File: config.mk
export PLATFORM = sky130hd
export DESIGN_NAME = ptm_timer
export DESIGN_NICKNAME = d
export VERILOG_FILES = /design/src/ptm_pkg.sv /design/src/ptm_timer.sv
export SDC_FILE = /design/constraint.sdc
export NUM_CORES = 1
export LEC_CHECK = 0
export BUFFER_PORTS_ARGS = -buffer_cell sky130_fd_sc_hd__buf_4
export CORE_ASPECT_RATIO = 0.6
export CORE_MARGIN = 2
export CORE_UTILIZATION = 56
export DETAILED_ROUTE_END_ITERATION = 10
export HOLD_SLACK_MARGIN = 0.05
export PLACE_DENSITY = 0.74
export SLEW_MARGIN = 20
export SYNTH_ARGS = -nofsm -noshare
export SYNTH_HDL_FRONTEND = slang
export SYNTH_SLANG_ARGS = --single-unit
File: constraint.sdc
create_clock -name clk_i -period 2.8 [get_ports clk_i]
set_input_delay 0.14 -clock clk_i [delete_from_list [all_inputs] [get_ports clk_i]]
set_output_delay 0.14 -clock clk_i [all_outputs]
set_load 0.03 [all_outputs]
File: src/ptm_pkg.sv
// package: register map, fields and timing for the three-channel timer
`default_nettype none
package ptm_pkg;
    localparam int NUM_TMR = 3;
    localparam logic [4:0] ADR_MODE = 5'h00;
    localparam logic [4:0] ADR_CKSEL = 5'h01;
    localparam logic [4:0] ADR_CTL0 = 5'h02;
    localparam logic [4:0] ADR_CTL1 = 5'h03;
    localparam logic [4:0] ADR_CTL2 = 5'h04;
    localparam logic [4:0] ADR_PWM = 5'h05;
    localparam logic [4:0] ADR_RLD0 = 5'h06;
    localparam logic [4:0] ADR_RLD1 = 5'h07;
    localparam logic [4:0] ADR_RLD2 = 5'h08;
    localparam logic [4:0] ADR_CMP0 = 5'h09;
    localparam logic [4:0] ADR_CMP1 = 5'h0A;
    localparam logic [4:0] ADR_CNTL0 = 5'h0B;
    localparam logic [4:0] ADR_CNTH0 = 5'h0C;
    localparam logic [4:0] ADR_CNTL1 = 5'h0D;
    localparam logic [4:0] ADR_CNTH1 = 5'h0E;
    localparam logic [4:0] ADR_CNTL2 = 5'h0F;
    localparam logic [4:0] ADR_CNTH2 = 5'h10;
    localparam logic [4:0] ADR_UFLG = 5'h11;
    localparam logic [4:0] ADR_CFLG = 5'h12;
    localparam logic [4:0] ADR_UMSK = 5'h13;
    localparam logic [4:0] ADR_CMSK = 5'h14;
    // mode register bits
    localparam int MODE_CASCADE = 3;
    localparam int MODE_EVENT = 2;
    localparam int MODE_FILTER = 1;
    localparam int MODE_POL = 0;
    // control register bits
    localparam int CTL_RUN = 0;
    localparam int CTL_RST = 1;
    localparam int CTL_PS_LO = 2;
    localparam logic [7:0] RST_BYTE = 8'h00;
    localparam logic [1:0] PS_DIV1 = 2'h0;
    localparam logic [1:0] PS_DIV4 = 2'h1;
    localparam logic [1:0] PS_DIV32 = 2'h2;
    localparam logic [1:0] PS_DIV256 = 2'h3;
    localparam int FILTER_EDGES = 2;
    localparam int HOLD_MAX = 255;

    typedef struct packed {
        logic [4:0] addr;
        logic [7:0] wdata;
        logic wr;
        logic rd;
    } ptm_bus_t;

    typedef struct packed {
        logic [2:0] underflow;
        logic [1:0] compare;
    } ptm_evt_t;
endpackage : ptm_pkg
`default_nettype wire

File: src/ptm_timer.sv
// three-channel 8-bit programmable down-counter timer
//
// Chosen here: the register addresses and strobed register access.
`default_nettype none
module ptm_timer
    import ptm_pkg::*;
(
    input wire logic clk_i,
    input wire logic rst_i,
    input wire logic low_speed_source_clock_i,
    input wire logic high_speed_source_clock_i,
    input wire logic filter_ref_clock_i,
    input wire logic event_input_pin_i,
    input wire ptm_pkg::ptm_bus_t bus_i,
    output logic [7:0] rdata_o,
    output logic [2:0] timer_pulse_output_o,
    output logic [1:0] compare_match_o,
    output logic irq_o
);
    import ptm_pkg::*;

    // ----------------------------------------
    // synchronisers and edge detection
    // ----------------------------------------
    logic [3:0] sync1_reg;
    logic [3:0] sync2_reg;
    logic [3:0] sync3_reg;
    logic slow_rise;
    logic fast_rise;
    logic ref_fall;
    logic pin_lvl;

    always_ff @(posedge clk_i) begin
        if (rst_i) begin
            sync1_reg <= 4'h0;
            sync2_reg <= 4'h0;
            sync3_reg <= 4'h0;
        end else begin
            sync1_reg <= {event_input_pin_i, filter_ref_clock_i,
                          high_speed_source_clock_i,
                          low_speed_source_clock_i};
            sync2_reg <= sync1_reg;
            sync3_reg <= sync2_reg;
        end
    end

    // fast source is sampled, so it must stay well below clk_i / 2
    assign slow_rise = sync2_reg[0] & ~sync3_reg[0];
    assign fast_rise = sync2_reg[1] & ~sync3_reg[1];
    assign ref_fall = ~sync2_reg[2] & sync3_reg[2];
    assign pin_lvl = sync2_reg[3];

    // ----------------------------------------
    // control registers
    // ----------------------------------------
    logic [3:0] mode_reg;
    logic [2:0] cksel_reg;
    logic [2:0] run_reg;
    logic [1:0] ps_reg [NUM_TMR];
    logic [1:0] pwm_reg;
    logic [7:0] rld_reg [NUM_TMR];
    logic [7:0] cmp_reg [2];
    logic [2:0] umsk_reg;
    logic [1:0] cmsk_reg;
    logic [2:0] rst_strobe;
    logic wr_ctl;

    assign wr_ctl = bus_i.wr;

    always_ff @(posedge clk_i) begin
        if (rst_i) begin
            mode_reg <= 4'h0;
            cksel_reg <= 3'h0;
            pwm_reg <= 2'h0;
            umsk_reg <= 3'h0;
            cmsk_reg <= 2'h0;
        end else if (wr_ctl) begin
            unique case (bus_i.addr)
                ADR_MODE: mode_reg <= bus_i.wdata[3:0];
                ADR_CKSEL: cksel_reg <= bus_i.wdata[2:0];
                ADR_PWM: pwm_reg <= bus_i.wdata[1:0];
                ADR_UMSK: umsk_reg <= bus_i.wdata[2:0];
                ADR_CMSK: cmsk_reg <= bus_i.wdata[1:0];
                default: ;
            endcase
        end
    end

    // ----------------------------------------
    // per-timer prescaler, counter, output
    // ----------------------------------------
    logic [7:0] cnt_reg [NUM_TMR];
    logic [2:0] uf;
    logic [1:0] cm;
    logic [2:0] tick;
    logic [2:0] pulse_reg;
    logic [1:0] cm_reg;
    logic cascade;
    logic ev_tick;

    assign cascade = mode_reg[MODE_CASCADE];

    // ----------------------------------------
    // event input: polarity and noise filter
    // ----------------------------------------
    logic ev_lvl_reg;
    logic [1:0] flt_cnt_reg;
    logic ev_prev_reg;

    always_ff @(posedge clk_i) begin
        if (rst_i) begin
            ev_lvl_reg <= 1'b0;
            flt_cnt_reg <= 2'h0;
        end else if (!mode_reg[MODE_FILTER]) begin
            ev_lvl_reg <= pin_lvl;
            flt_cnt_reg <= 2'h0;
        end else if (pin_lvl == ev_lvl_reg) begin
            flt_cnt_reg <= 2'h0; // glitch shorter than window rejected
        end else if (ref_fall) begin
            if (flt_cnt_reg == 2'(FILTER_EDGES - 1)) begin
                ev_lvl_reg <= pin_lvl;
                flt_cnt_reg <= 2'h0;
            end else begin
                flt_cnt_reg <= flt_cnt_reg + 2'h1;
            end
        end
    end

    always_ff @(posedge clk_i) begin
        if (rst_i) begin
            ev_prev_reg <= 1'b0;
        end else begin
            ev_prev_reg <= ev_lvl_reg;
        end
    end

    assign ev_tick = mode_reg[MODE_POL] ? (ev_lvl_reg & ~ev_prev_reg)
                                        : (~ev_lvl_reg & ev_prev_reg);

    genvar g;
    generate
        for (g = 0; g < NUM_TMR; g++) begin : g_tmr
            logic [7:0] pre_reg;
            logic src;
            logic pre_out;
            logic running;
            logic [7:0] next;

            assign src = cksel_reg[g] ? fast_rise : slow_rise;
            always_comb begin
                unique case (ps_reg[g])
                    PS_DIV1: pre_out = src;
                    PS_DIV4: pre_out = src & (pre_reg[1:0] == 2'h3);
                    PS_DIV32: pre_out = src & (pre_reg[4:0] == 5'h1F);
                    PS_DIV256: pre_out = src & (pre_reg == 8'hFF);
                endcase
            end

            // timer 1 follows timer 0 run bit in cascade
            assign running = (g == 1 && cascade) ? run_reg[0] : run_reg[g];

            always_ff @(posedge clk_i) begin
                if (rst_i) begin
                    pre_reg <= 8'h00;
                end else if (running && src) begin
                    pre_reg <= pre_reg + 8'h01;
                end
            end

            if (g == 0) begin : g_t0
                assign tick[g] = mode_reg[MODE_EVENT] ? (running & ev_tick)
                                                      : (running & pre_out);
            end else if (g == 1) begin : g_t1
                assign tick[g] = cascade ? uf[0] : (running & pre_out);
            end else begin : g_t2
                assign tick[g] = running & pre_out;
            end

            assign uf[g] = tick[g] & (cnt_reg[g] == 8'h00);
            assign next = uf[g] ? rld_reg[g] : cnt_reg[g] - 8'h01;

            always_ff @(posedge clk_i) begin
                if (rst_i) begin
                    cnt_reg[g] <= RST_BYTE;
                end else if (rst_strobe[g]) begin
                    cnt_reg[g] <= rld_reg[g];
                end else if (tick[g]) begin
                    cnt_reg[g] <= next;
                end
            end

            if (g < 2) begin : g_pwm
                logic pwm_on;
                assign pwm_on = pwm_reg[g];
                // match only on the decrement into the compare value
                assign cm[g] = pwm_on & tick[g] & ~uf[g] &
                               (next == cmp_reg[g]);
                always_ff @(posedge clk_i) begin
                    if (rst_i) begin
                        pulse_reg[g] <= 1'b0;
                    end else if (pwm_on) begin
                        if (uf[g]) begin
                            pulse_reg[g] <= 1'b1;
                        end else if (cm[g]) begin
                            pulse_reg[g] <= 1'b0;
                        end
                    end else if (uf[g]) begin
                        pulse_reg[g] <= ~pulse_reg[g];
                    end
                end
            end else begin : g_div
                always_ff @(posedge clk_i) begin
                    if (rst_i) begin
                        pulse_reg[g] <= 1'b0;
                    end else if (uf[g]) begin
                        pulse_reg[g] <= ~pulse_reg[g];
                    end
                end
            end
        end
    endgenerate

    // ----------------------------------------
    // per-timer control registers
    // ----------------------------------------
    generate
        for (g = 0; g < NUM_TMR; g++) begin : g_ctl
            logic hit;
            assign hit = wr_ctl && (bus_i.addr == ADR_CTL0 + 5'(g));
            assign rst_strobe[g] = hit & bus_i.wdata[CTL_RST];
            always_ff @(posedge clk_i) begin
                if (rst_i) begin
                    run_reg[g] <= 1'b0;
                    ps_reg[g] <= PS_DIV1;
                    rld_reg[g] <= RST_BYTE;
                end else begin
                    if (hit) begin
                        run_reg[g] <= bus_i.wdata[CTL_RUN];
                        ps_reg[g] <= bus_i.wdata[CTL_PS_LO +: 2];
                    end
                    if (wr_ctl && bus_i.addr == ADR_RLD0 + 5'(g)) begin
                        rld_reg[g] <= bus_i.wdata;
                    end
                end
            end
        end
        for (g = 0; g < 2; g++) begin : g_cmp
            always_ff @(posedge clk_i) begin
                if (rst_i) begin
                    cmp_reg[g] <= RST_BYTE;
                end else if (wr_ctl && bus_i.addr == ADR_CMP0 + 5'(g)) begin
                    cmp_reg[g] <= bus_i.wdata;
                end
            end
        end
    endgenerate

    // ----------------------------------------
    // interrupt flags
    // ----------------------------------------
    logic [2:0] uflg_reg;
    logic [1:0] cflg_reg;
    logic [2:0] uset;
    logic [1:0] cset;

    assign uset = {uf[2], uf[1], uf[0] & ~cascade};
    assign cset = cascade ? {cm[1] | cm[0], 1'b0} : cm;

    always_ff @(posedge clk_i) begin
        if (rst_i) begin
            uflg_reg <= 3'h0;
            cflg_reg <= 2'h0;
        end else begin
            // set wins over a same-cycle clear
            uflg_reg <= (uflg_reg & ~((wr_ctl && bus_i.addr == ADR_UFLG)
                         ? bus_i.wdata[2:0] : 3'h0)) | uset;
            cflg_reg <= (cflg_reg & ~((wr_ctl && bus_i.addr == ADR_CFLG)
                         ? bus_i.wdata[1:0] : 2'h0)) | cset;
        end
    end

    always_ff @(posedge clk_i) begin
        if (rst_i) begin
            irq_o <= 1'b0;
            cm_reg <= 2'h0;
        end else begin
            irq_o <= |(uflg_reg & umsk_reg) | |(cflg_reg & cmsk_reg);
            cm_reg <= cset;
        end
    end

    assign timer_pulse_output_o = pulse_reg;
    assign compare_match_o = cm_reg;

    // ----------------------------------------
    // readback with high nibble hold
    // ----------------------------------------
    logic [3:0] hold_reg [NUM_TMR];
    logic [2:0] held_reg;
    logic [7:0] hold_cnt_reg;

    // hold released by high read or timeout
    always_ff @(posedge clk_i) begin
        if (rst_i) begin
            held_reg <= 3'h0;
            hold_cnt_reg <= 8'h00;
        end else begin
            for (int i = 0; i < NUM_TMR; i++) begin
                if (bus_i.rd && bus_i.addr == ADR_CNTL0 + 5'(2 * i)) begin
                    held_reg[i] <= 1'b1;
                    hold_reg[i] <= cnt_reg[i][7:4];
                end else if ((bus_i.rd && bus_i.addr == ADR_CNTH0 + 5'(2 * i))
                             || hold_cnt_reg == 8'(HOLD_MAX)) begin
                    held_reg[i] <= 1'b0;
                end
            end
            hold_cnt_reg <= (|held_reg && hold_cnt_reg != 8'(HOLD_MAX))
                            ? hold_cnt_reg + 8'h01 : 8'h00;
        end
    end

    logic [7:0] rd_next;
    always_comb begin
        rd_next = 8'h00;
        unique case (bus_i.addr)
            ADR_MODE: rd_next = {4'h0, mode_reg};
            ADR_CKSEL: rd_next = {5'h00, cksel_reg};
            ADR_CTL0: rd_next = {4'h0, ps_reg[0], 1'b0, run_reg[0]};
            ADR_CTL1: rd_next = {4'h0, ps_reg[1], 1'b0, run_reg[1]};
            ADR_CTL2: rd_next = {4'h0, ps_reg[2], 1'b0, run_reg[2]};
            ADR_PWM: rd_next = {6'h00, pwm_reg};
            ADR_RLD0: rd_next = rld_reg[0];
            ADR_RLD1: rd_next = rld_reg[1];
            ADR_RLD2: rd_next = rld_reg[2];
            ADR_CMP0: rd_next = cmp_reg[0];
            ADR_CMP1: rd_next = cmp_reg[1];
            ADR_CNTL0: rd_next = {4'h0, cnt_reg[0][3:0]};
            ADR_CNTH0: rd_next = {4'h0, held_reg[0] ? hold_reg[0]
                                                   : cnt_reg[0][7:4]};
            ADR_CNTL1: rd_next = {4'h0, cnt_reg[1][3:0]};
            ADR_CNTH1: rd_next = {4'h0, held_reg[1] ? hold_reg[1]
                                                   : cnt_reg[1][7:4]};
            ADR_CNTL2: rd_next = {4'h0, cnt_reg[2][3:0]};
            ADR_CNTH2: rd_next = {4'h0, held_reg[2] ? hold_reg[2]
                                                   : cnt_reg[2][7:4]};
            ADR_UFLG: rd_next = {5'h00, uflg_reg};
            ADR_CFLG: rd_next = {6'h00, cflg_reg};
            ADR_UMSK: rd_next = {5'h00, umsk_reg};
            ADR_CMSK: rd_next = {6'h00, cmsk_reg};
            default: rd_next = 8'h00;
        endcase
    end

    always_ff @(posedge clk_i) begin
        if (rst_i) begin
            rdata_o <= 8'h00;
        end else if (bus_i.rd) begin
            rdata_o <= rd_next;
        end else begin
            rdata_o <= 8'h00;
        end
    end
endmodule : ptm_timer
`default_nettype wire

-- Word level (Yosys, flattened, before mapping)
Memories as Yosys holds them, arrays and structs flattened.
Index checks and enable logic that the tools add are counted.
- register bits: 86
- latch bits: 0
- RAM bits: 82
- bits in read-only memories: 0
- bits of input ports: 21
- logic and storage cells: 326
- memories kept: 5
- memory list (memory ; words ; bits a word ; rd ports ; clocked after Yosys merged registers in ; wr ports ; line ; source):
    cnt_reg ; 3 ; 8 ; 3 ; 0 ; 3 ; ptm_timer.sv:92 ; logic [7:0] cnt_reg [NUM_TMR];
    rld_reg ; 3 ; 8 ; 3 ; 0 ; 3 ; ptm_timer.sv:61 ; logic [7:0] rld_reg [NUM_TMR];
    cmp_reg ; 2 ; 8 ; 2 ; 0 ; 2 ; ptm_timer.sv:62 ; logic [7:0] cmp_reg [2];
    hold_reg ; 3 ; 4 ; 3 ; 0 ; 1 ; ptm_timer.sv:298 ; logic [3:0] hold_reg [NUM_TMR];
    ps_reg ; 3 ; 2 ; 3 ; 0 ; 3 ; ptm_timer.sv:59 ; logic [1:0] ps_reg [NUM_TMR];
- add/subtract/negate cells: 8
- multiply operators: 0
- div/mod/pow operators: 0
- $lt $le $gt $ge: 0
- eq/ne operators: 47
- shift-type cells: 0
- mux-type cells: 115
- bitwise operators: 69
- reductions and logical operators: 53
- operator list (operator ; number):
    $pmux 8 s21 ; 1
    $mux 8 ; 14
    $mux 1 ; 83
    $eq 5x4->1 const B ; 8
    $eq 5x5->1 const B ; 8
    $add 8x1->8 const B ; 4
    $eq 8x8->1 const B ; 4
    $and 1x1->1 ; 31
    $logic_not 8->1 ; 3
    $sub 8x1->8 const B ; 3
    $eq 5x3->1 const B ; 4
    $logic_and 1x1->1 ; 20
    $mux 4 ; 5
    $eq 2x2->1 const B ; 9
    $eq 8x8->1 ; 2
    $mux 2 ; 8
    $or 1x1->1 ; 16
    $not 1->1 ; 14
    $reduce_and 2->1 ; 7
    $reduce_bool 2->1 ; 7
    $pmux 1 s4 ; 3
    $eq 5x2->1 const B ; 2
    $reduce_or 3->1 ; 3
    $eq 2x1->1 const B ; 4
    other kinds (19) ; 29

-- Logic depth before layout (Yosys ltp)
Gate-level depths: netlist of run 1.
- depth after elaboration: 16
- depth in mapped cells: 12
- gate-level depth less buffers: 11

-- Least setup slack after synthesis of run 1
Ideal clock, no wire load.
- path kind: register to register
- from: mem cnt_reg[0][0]
- to: reg pulse_reg[1] (netlist: timer_pulse_output_o[1])
- arrival time: 2789 ps
- required time: 2685 ps
- setup slack: -104 ps
- cell stages (with the launch flop): 13
- path buffers: 2
- clock period less this slack: 2904 ps
- cells stage by stage: edfxtp_1 clkbuf_1 inv_1 ha_1 nor3b_1 nand3_1 or4b_4 a21o_1 buf_6 mux2i_1 a2111oi_2 a21oi_1 o21ba_1
- RTL lines (element ; line ; source):
    from (decl) ; ptm_timer.sv:92 ;
    to (signal, indexed assignment) ; ptm_timer.sv:208 ; pulse_reg[g] <= ~pulse_reg[g];
    to (decl) ; ptm_timer.sv:96 ; logic [2:0] pulse_reg;

==> summary.md, run 1 <==
| Metric | Value |
|---|---|
| Status | finished with violations |
| Failing checks | setup timing |
| Core Area | 14500 µm² |
| Worst Clk Skew | 0.0110 ns |
| Clock slew at reported path FFs | 0.07 ns |
| CTS Root Buffer Type | clkbuf_16 |
| Sequential share of the synthesized area | 50.3% |
| WP data required | 3.12 ns |
| Later-pin clock latency in the skew report | 0.43 ns |
| Combinational power share | 7.2% |
| Synth Flop Type | dfxtp_1 |
| Initial Util | 57.3% |
| Rel. slew slack | 22.4% |
| Critical path arrival | 3.15 ns |
| Final Worst Setup Slack | -0.0281 ns |
| Syn Area/Cell | 9.80 µm² |
| Post-route insts no fill | 1132 |
| Clk pwr share | 43.7% |
| Boundary Pins | 35 |
| Hold Crit Class | in -> reg |
| RSZ-0062 raised after global routing | yes |
| Max VDD drop | 0.364 mV |
| Fillers | 1089 |
| Post-synthesis cell area | 8320 µm² |
| Final hold violation count | 0 |
| H-tree Lvls | 4 |
| Final Setup Violations | 2 |
| P_int | 4.16 mW |
| Flop pwr share | 49.1% |
| Pwr per Cell Area | 564 nW/µm² |
| M1 GR Usage | 46.7% |
| Initial DRC Count | 1090 |
| Post-synth EDFFs | 82 |
| Layout cell share with drive strength beyond 1 | 17.3% |
| Die Wd | 161 µm |
| Async S/R FF share, synth | 0% |
| Met2 usage | 45.3% |
| Pin count of the biggest net entering global routing | 52 |
| Placed cells | 1082 |
| #FFs+latches synth | 168 |
| CP Class | reg -> reg |
| Gr busiest metal | met1 |
| Placed Area | 8960 µm² |
| Crit path max fanout | 5 |
| CTS tree | yes |
| HPWL Detailed | 17700 µm |
| Max_cap viols | 0 |
| Post-route antenna net violation count | 0 |
| # DRC | 0 |
| First-pass GRT wire length | 38000 µm |
| Worst-Margin Slew | 1.15 ns |
| FF-to-FF Start | cnt_reg[0][1]$_DFFE_PP_ |
| Area Overhead vs Synth | 18.6% |
| Critical Path Source Type | register |
| Switch share | 25.2% |
| Row cnt | 34 |
| Routed Wire Length | 24700 µm |
| Final min period | 2.83 ns |
| Chip height | 98.4 µm |
| CTS sink count | 168 |
| Leak | 3.71 nW |
| Total Die Area | 15900 µm² |
| Final Instance Area | 9860 µm² |
| Hold_sp | bus_i[4] |
| Grt met3 use | 8.03% |
| Max Slew Vio Count | 0 |
| Fin crit share | 101% |
| Critical path launch point | cnt_reg[0][1]$_DFFE_PP_ |
| Total CTS buffers | 17 |
| Total grt overflow | 0 |
| P_sw | 1.40 mW |
| Routed len/inst | 21.8 µm |
| Vias in the first global route | 6728 |
| Worst setup EP type | register |
| Count of cell types in the netlist | 66 |
| Final net count | 951 |
| Drt pass-1 iters | 6 |
| Achievable Freq | 354 MHz |
| Via Count | 7272 |
| Max clock buf depth | 2 |
| Cells after synthesis | 849 |
| Vias per cell | 6.42 |
| Synth warn | 0 |
| Mapped Nets | 880 |
| Fin util | 68.0% |
| Port bufs | 34 |
| Routability Congestion | 1.09 |
| Initial antenna violation count | 0 |
| Tot Pwr | 5.57 mW |
| Tot GR Track Use | 31.5% |
| Setup TNS | -0.0363 ns |
## cell usage in the layout (no fill, tap or decap), types with 9 or more instances in the layout
| cell type | count |
|---|---|
| dfxtp_1 | 83 |
| edfxtp_1 | 82 |
| buf_4 | 82 |
| nand2_1 | 80 |
| nor2_1 | 75 |
| and3_1 | 57 |
| a21oi_1 | 40 |
| o21ai_0 | 39 |
| nand3_1 | 38 |
| xor2_1 | 30 |
| xnor2_1 | 28 |
| inv_1 | 25 |
| mux2i_1 | 19 |
| a22oi_1 | 19 |
| clkbuf_16 | 17 |
| nor2b_1 | 16 |
| a31oi_1 | 14 |
| a221oi_1 | 14 |
| nor3_1 | 10 |
| nand4_1 | 10 |
| nand2b_1 | 9 |
## routing by layer
| metal | routed length, µm | share of wire [%] |
|---|---|---|
| met3 | 3150 | 13 |
| met4 | 610 | 2.5 |
| met5 | 0 | 0 |
| met2 | 10400 | 42 |
| met1 | 10500 | 43 |
## logic make-up after synthesis
group | after synthesis | synth area share, %
flip-flops | 168 | 50.3
AO/OA/AOI/OAI | 181 | 14.7
buffers and inverters | 65 | 3.16
AND/OR/NAND/NOR | 342 | 21.2
adder cells (fa/ha/maj) | 10 | 1.50
multiplexers | 25 | 3.08
XOR/XNOR | 58 | 6.11
## power by group through the flow
| stage | Clock, mW | Combinational [mW] | Sequential, mW |
|---|---|---|---|
| after CTS | 2.44 | 0.369 | 2.72 |
| after global routing | 2.56 | 0.427 | 2.74 |
| after global placement | 0 | 0.346 | 2.78 |
| final | 2.43 | 0.400 | 2.74 |
| after detailed placement | 0 | 0.356 | 2.78 |
| after floorplan | 0 | 0.220 | 2.74 |
## repair_timing
item                                    4_1_cts  5_1_grt
resized for setup                             2       29
endpoints found under the setup margin        4       16
setup buffers                                 1        8
endpoints found under the hold margin        16        0
pin swaps                                     2       15
hold buffers                                  8        0
## cells in the mapped netlist, types with 27 or more instances
| cell | number | area, µm² |
|---|---|---|
| and3_1 | 57 | 357 |
| edfxtp_1 | 82 | 2460 |
| a21oi_1 | 42 | 210 |
| nor2_1 | 75 | 282 |
| nand3_1 | 40 | 200 |
| nand2_1 | 80 | 300 |
| inv_1 | 27 | 101 |
| o21ai_0 | 40 | 200 |
| dfxtp_1 | 86 | 1720 |
| clkbuf_1 | 29 | 109 |
| xor2_1 | 30 | 263 |
| xnor2_1 | 28 | 245 |
## worst paths after layout
check	endpoint	slack (ns)	cells past startpoint
setup reg to reg	timer_pulse_output_o[1]$_SDFFE_PP0P_	-0.03	10
hold reg to reg	sync2_reg[1]$_SDFF_PP0_	0.44	1
hold / removal	cksel_reg[2]$_SDFFE_PP0P_	0.08	3
setup / recovery	timer_pulse_output_o[1]$_SDFFE_PP0P_	-0.03	10
## critical path, cell delays in order, from the launching register on
cell and delay, ns:
edfxtp_1 0.41, inv_2 0.09, ha_4 0.13, nor3b_4 0.22, nand3_2 0.12, or4b_4 0.62, a21o_4 0.27, mux2i_2 0.16
a2111oi_4 0.43, a21oi_2 0.09, o21ba_1 0.18
## cell type report
type	count	area, µm²	share of cell area, %
Sequential cell	168	4190	42.5
Multi-Input combinational cell	616	4030	40.8
Timing Repair Buffer	90	696	7.05
Clock buffer	19	443	4.49
Tap cell	198	248	2.51
Clock inverter	13	160	1.62
Inverter	27	101	1.03
Antenna cell	1	2.50	0.0254
## metrics by stage
stage | setup slack [ns] | hold slack, ns
after detailed placement | -0.0152 | 0.360
after CTS | 0.000146 | 0.0644
after global placement | 0.0652 | 0.354
after global routing | -0.109 | 0.0751
final | -0.0281 | 0.0792
after floorplan | 0.0138 | 0.268
(Power assumes the default switching activity.)
==> run 2: changes to the inputs <==
- CORE_UTILIZATION: 56 -> 45
- MAX_ROUTING_LAYER: unset -> met4
- PLACE_DENSITY: 0.74 -> 0.62
==> run 2 against run 1 <==
  * Critical path type unchanged
  * Count of clock-buffer cells in the layout down 2
  * Clock power up 2%
  * Critical endpoint is now cflg_reg[1]$_SDFF_PP0_
  * Maximum frequency up 2.7%
  * Die area up 24%
  * Final cell count up 4.2%
  * Largest power group unchanged
  * The flow now finishes without violations
  * Core utilization down 13 points
  * Register-to-register slack better by 0.07 ns
==> summary.md, run 2 (synthesized netlist as in run 1, its figures left out) <==
| Metric | Value |
|---|---|
| Status | finished, final reports clean |
| Max_cap viols | 0 |
| # diodes | 0 |
| Worst Clk Skew | 0.00749 ns |
| Routed Wire Length | 25100 µm |
| Post-route antenna net violation count | 0 |
| CP Class | reg -> reg |
| Hold_sp | bus_i[0] |
| Rel. slew slack | 30.8% |
| Cell repeated most along the worst path | a31oi_1 |
| Achievable Freq | 363 MHz |
| Core Area | 18100 µm² |
| Critical Path Source Type | register |
| CTS tree | yes |
| Die Wd | 180 µm |
| Worst hold slack | 0.0696 ns |
| Final min period | 2.75 ns |
| CTS sink count | 168 |
| FF-to-FF Start | cnt_reg[1][0]$_DFFE_PP_ |
| Routed len/inst | 21.3 µm |
| First-pass GRT wire length | 38100 µm |
| Final net count | 957 |
| Worst setup EP type | register |
| Max VDD drop | 0.447 mV |
| Drt pass-1 iters | 6 |
| Initial antenna violation count | 0 |
| Leak | 3.74 nW |
| Worst-Margin Slew | 1.03 ns |
| WP data required | 3.17 ns |
| Max stage delay cell, worst path | or4_4 |
| Pin count of the biggest net entering global routing | 37 |
| Most common cell after layout, fill and taps aside | buf_4 |
| WP buf/inv | 1 |
| Hold Crit Class | in -> reg |
| Clock slew at reported path FFs | 0.07 ns |
| Critical path arrival | 3.12 ns |
| Max clock buf depth | 2 |
| Vias per cell | 5.96 |
| Critical path launch point | cnt_reg[1][0]$_DFFE_PP_ |
| Chip height | 109 µm |
| Boundary Pins | 35 |
| # DRC | 0 |
| RSZ-0062 raised after global routing | yes |
| Total CTS buffers | 17 |
| HPWL Detailed | 18500 µm |
| Routability Congestion | 1.01 |
| Initial DRC Count | 603 |
| Later-pin clock latency in the skew report | 0.44 ns |
| Tot Pwr | 5.62 mW |
| Via Count | 7028 |
| Most frequent cells in the layout | 87 x buf_4, 84 x dfxtp_1, 82 x edfxtp_1 |
| Fin crit share | 98.4% |
| Initial Util | 46.0% |
| H-tree Lvls | 4 |
| CP max stage delay | 0.43 ns |
| Pwr per Cell Area | 564 nW/µm² |
| Total Die Area | 19600 µm² |
| Row cnt | 38 |
| Crit path max-delay family | simple AND/OR/NAND/NOR gates |
| Final hold violation count | 0 |
| Crit-path cells | inv_2 -> ha_4 -> or3b_4 -> or4_4 -> o21bai_1 -> a31oi_1 -> nand4_1 -> a2111oi_4 -> nand3_2 -> a31oi_1 |
| Final Setup Violations | 0 |
| Total grt overflow | 0 |
| CTS Root Buffer Type | clkbuf_16 |
| Crit path max fanout | 4 |
| Tot GR Track Use | 26.9% |
| Layout cell share with drive strength beyond 1 | 17.1% |
| Area Overhead vs Synth | 19.6% |
| Max Slew Vio Count | 0 |
| Port bufs | 34 |
| Fillers | 1672 |
| Vias in the first global route | 6532 |
run 2: cell count changes in the layout (fill, tap and decap cells not counted), moves of 2 or more:
cell      previous run  this run
a221oi_1            14        12
a221oi_2             0         2
buf_4               82        87
inv_6                4         7
inv_8                3         0
o21ai_1              2         4
o41ai_1              0         2
o41ai_2              2         0
run 2: worst paths after layout:
check | endpoint | slack (ns) | cells past startpoint
worst min register to register | sync2_reg[3]$_SDFF_PP0_ | 0.44 | 1
worst min-delay path | held_reg[1]$_SDFFE_PP0P_ | 0.07 | 3
worst max register to register | cflg_reg[1]$_SDFF_PP0_ | 0.05 | 10
worst max-delay path | cflg_reg[1]$_SDFF_PP0_ | 0.05 | 10
run 2: power by group:
group	internal [mW]	switching [mW]	leakage [nW]	total (mW)
Clock	1.42	1.06	0.300	2.48
Combinational	0.152	0.249	1.95	0.401
Sequential	2.64	0.0936	1.48	2.74
Total	4.22	1.40	3.74	5.62
run 2: final cells by class:
| class | count | area (µm²) | area share (%) |
|---|---|---|---|
| Clock buffer | 17 | 425 | 4.28 |
| Clock inverter | 15 | 186 | 1.87 |
| Inverter | 27 | 101 | 1.02 |
| Multi-Input combinational cell | 616 | 4010 | 40.3 |
| Sequential cell | 168 | 4190 | 42.1 |
| Tap cell | 240 | 300 | 3.02 |
| Timing Repair Buffer | 96 | 743 | 7.47 |
run 2: tightest hold or removal path, stage by stage:
cell and delay (ns):
buf_4 0.13, nand2_1 0.07, a31o_2 0.14
run 2: per-stage QoR:
stage	cell area (µm²)	util (%)	setup TNS (ns)	setup slack (ns)	cells
after global routing	9950	55.1	-0.164	-0.0883	1179
after detailed placement	9070	50.2	-0.0625	-0.0294	1131
after global placement	9070	50.2	0	0.0393	1131
final	9950	55.1	0	0.0456	1179
after floorplan	8330	-	0	0.0138	849
after CTS	9780	54.2	0	0.00150	1174
run 2: timing repair:
| item | in CTS | in global routing |
|---|---|---|
| gates resized for setup | 1 | 24 |
| setup buffers | 2 | 5 |
| hold buffers | 9 | 0 |
| endpoints found under the hold margin | 24 | 0 |
| setup endpoints to repair | 8 | 17 |
| pin swaps | 1 | 10 |
run 2: metal layers:
layer	GRT usage [%]	vias up	routed length [µm]
met3	9.64	34	3160
met1	38.7	3317	11900
met2	34.5	407	9560
met4	9.12	0	468
met5	-	-	0
li1	-	3270	-
==> run 3: changes to the inputs <==
- MAX_ROUTING_LAYER: met4 -> unset
==> run 3 against run 2 <==
  * Register-to-register slack about the same
  * Clock power down 6%
  * Clock skew up 0.0076 ns
  * Power fell by 3.0%
  * Die area is the same
  * Sequential cell count did not move
  * Via count shrank 1.5%
  * Sequential share of layout area rose by 0.51 points
  * Sequential power about the same
  * Largest cell class unchanged
==> summary.md, run 3 (synthesized netlist as in run 1, its figures left out) <==
| Metric | Value |
|---|---|
| Post-route antenna net violation count | 0 |
| Drt pass-1 iters | 5 |
| Tot GR Track Use | 26.0% |
| Max clock buf depth | 2 |
| Status | finished, final reports clean |
| Min-Delay Endpoint | held_reg[1]$_SDFFE_PP0P_ |
| Max VDD drop | 0.409 mV |
| Clock slew at reported path FFs | 0.07 ns |
| Final Setup Violations | 0 |
| Fin crit share | 98.3% |
| # diodes | 0 |
| Routed Wire Length | 24800 µm |
| Tot Pwr | 5.45 mW |
| RSZ-0062 raised after global routing | yes |
| Chip height | 109 µm |
| Achievable Freq | 363 MHz |
| Later-pin clock latency in the skew report | 0.44 ns |
| Area Overhead vs Synth | 18.2% |
| Most frequent cells in the layout | 84 x dfxtp_1, 82 x edfxtp_1, 82 x buf_4 |
| Vias per cell | 5.90 |
| Pin count of the biggest net entering global routing | 42 |
| CTS tree | yes |
| R2r setup slk | 0.05 ns |
| Initial DRC Count | 891 |
| CTS Root Buffer Type | clkbuf_16 |
| Most common cell after layout, fill and taps aside | dfxtp_1 |
| First-pass GRT wire length | 38200 µm |
| H-tree Lvls | 4 |
| Total Die Area | 19600 µm² |
| WP data required | 3.16 ns |
| Reg2Reg Depth | 10 |
| Post-route insts no fill | 1173 |
| Worst-Margin Slew | 0.956 ns |
| Core Area | 18100 µm² |
| Final min period | 2.75 ns |
| CTS sink count | 168 |
| Initial antenna violation count | 0 |
| Crit path max fanout | 5 |
| CP Class | reg -> reg |
| Hold path cells | 3 |
| # DRC | 0 |
| Row cnt | 38 |
| Routability Congestion | 0.954 |
| Total CTS buffers | 17 |
| Initial Util | 46.0% |
| Placed cells | 1128 |
| Pwr per Cell Area | 554 nW/µm² |
| Critical Path Source Type | register |
| Max_cap viols | 0 |
| Hold Crit Class | in -> reg |
| Port bufs | 34 |
| Routed len/inst | 21.1 µm |
| Die Wd | 180 µm |
| HPWL Detailed | 18100 µm |
| Hold_sp | bus_i[0] |
| FF-to-FF Start | g_tmr[1].pre_reg[0]$_SDFFE_PP0P_ |
| Boundary Pins | 35 |
| Final net count | 951 |
| Worst Clk Skew | 0.0151 ns |
| Leak | 3.67 nW |
| Reg2reg end | cflg_reg[1]$_SDFF_PP0_ |
| Layout cell share with drive strength beyond 1 | 16.1% |
| Final hold violation count | 0 |
| Max Slew Vio Count | 0 |
| Via Count | 6923 |
| Rel. slew slack | 35.8% |
| Vias in the first global route | 6506 |
| Total grt overflow | 0 |
| Worst setup EP type | register |
| Worst hold slack | 0.0646 ns |
| Critical path arrival | 3.11 ns |
[run 3: cell type report]
| class | instances | area [µm²] |
|---|---|---|
| clock buffer | 22 | 444 |
| clock inverter | 10 | 123 |
| fill | 1620 | 8240 |
| inverter | 27 | 101 |
| multi-input combinational | 616 | 3980 |
| sequential | 168 | 4190 |
| tap | 240 | 300 |
| timing repair buffer | 90 | 696 |
[run 3: worst max-delay path by stage]
stage,to,slack (ns),startpoint,cells after the start
2_1_floorplan,timer_pulse_output_o[1]$_SDFFE_PP0P_,0.01,cnt_reg[0][0]$_DFFE_PP_,12
3_3_place_gp,timer_pulse_output_o[1]$_SDFFE_PP0P_,0.01,g_tmr[1].pre_reg[0]$_SDFFE_PP0P_,10
3_5_place_dp,cnt_reg[1][0]$_DFFE_PP_,-0.06,g_tmr[0].pre_reg[0]$_SDFFE_PP0P_,11
4_1_cts,timer_pulse_output_o[1]$_SDFFE_PP0P_,0.004,g_tmr[0].pre_reg[0]$_SDFFE_PP0P_,11
5_1_grt,cflg_reg[1]$_SDFF_PP0_,-0.08,g_tmr[1].pre_reg[0]$_SDFFE_PP0P_,10
6_report,cflg_reg[1]$_SDFF_PP0_,0.05,g_tmr[1].pre_reg[0]$_SDFFE_PP0P_,10
[run 3: routing by layer]
metal / track usage, % / wire length, µm / up-vias
met5: 0 / 0 / -
met3: 9.71 / 2970 / 24
met1: 38.7 / 11900 / 3320
met2: 34.6 / 9540 / 329
met4: 7.49 / 354 / 0
li1: - / - / 3250
[run 3: critical path: stages, from the launching register on]
cell	delay, ns
dfxtp_1	0.32
ha_1	0.20
and3_1	0.18
ha_1	0.17
a221oi_1	0.41
o32a_2	0.32
a21o_1	0.22
mux2i_1	0.14
a2111oi_4	0.38
nand3_1	0.16
a31oi_1	0.17
[run 3: stage by stage]
step	setup WS [ns]	utilization (%)	setup TNS, ns	area, µm²
2_1_floorplan	0.0138	-	0	8330
3_3_place_gp	0.0144	50.1	0	9040
3_5_place_dp	-0.0621	50.1	-0.284	9040
4_1_cts	0.00387	53.7	0	9700
5_1_grt	-0.0821	54.4	-0.203	9830
6_report	0.0467	54.4	0	9830
[run 3: power by group]
group | internal (mW) | switching (mW)
sequential | 2.64 | 0.0931
clock | 1.32 | 1.00
combinational | 0.149 | 0.242
total | 4.11 | 1.34
[run 3: what timing repair did]
| item | 4_1_cts | 5_1_grt |
|---|---|---|
| gates resized for setup | 5 | 18 |
| gates cloned | 0 | 0 |
| hold endpoints to repair | 18 | 0 |
| setup buffers | 0 | 5 |
| hold buffers | 8 | 0 |
| endpoints found under the setup margin | 8 | 19 |
| pin swaps | 3 | 7 |
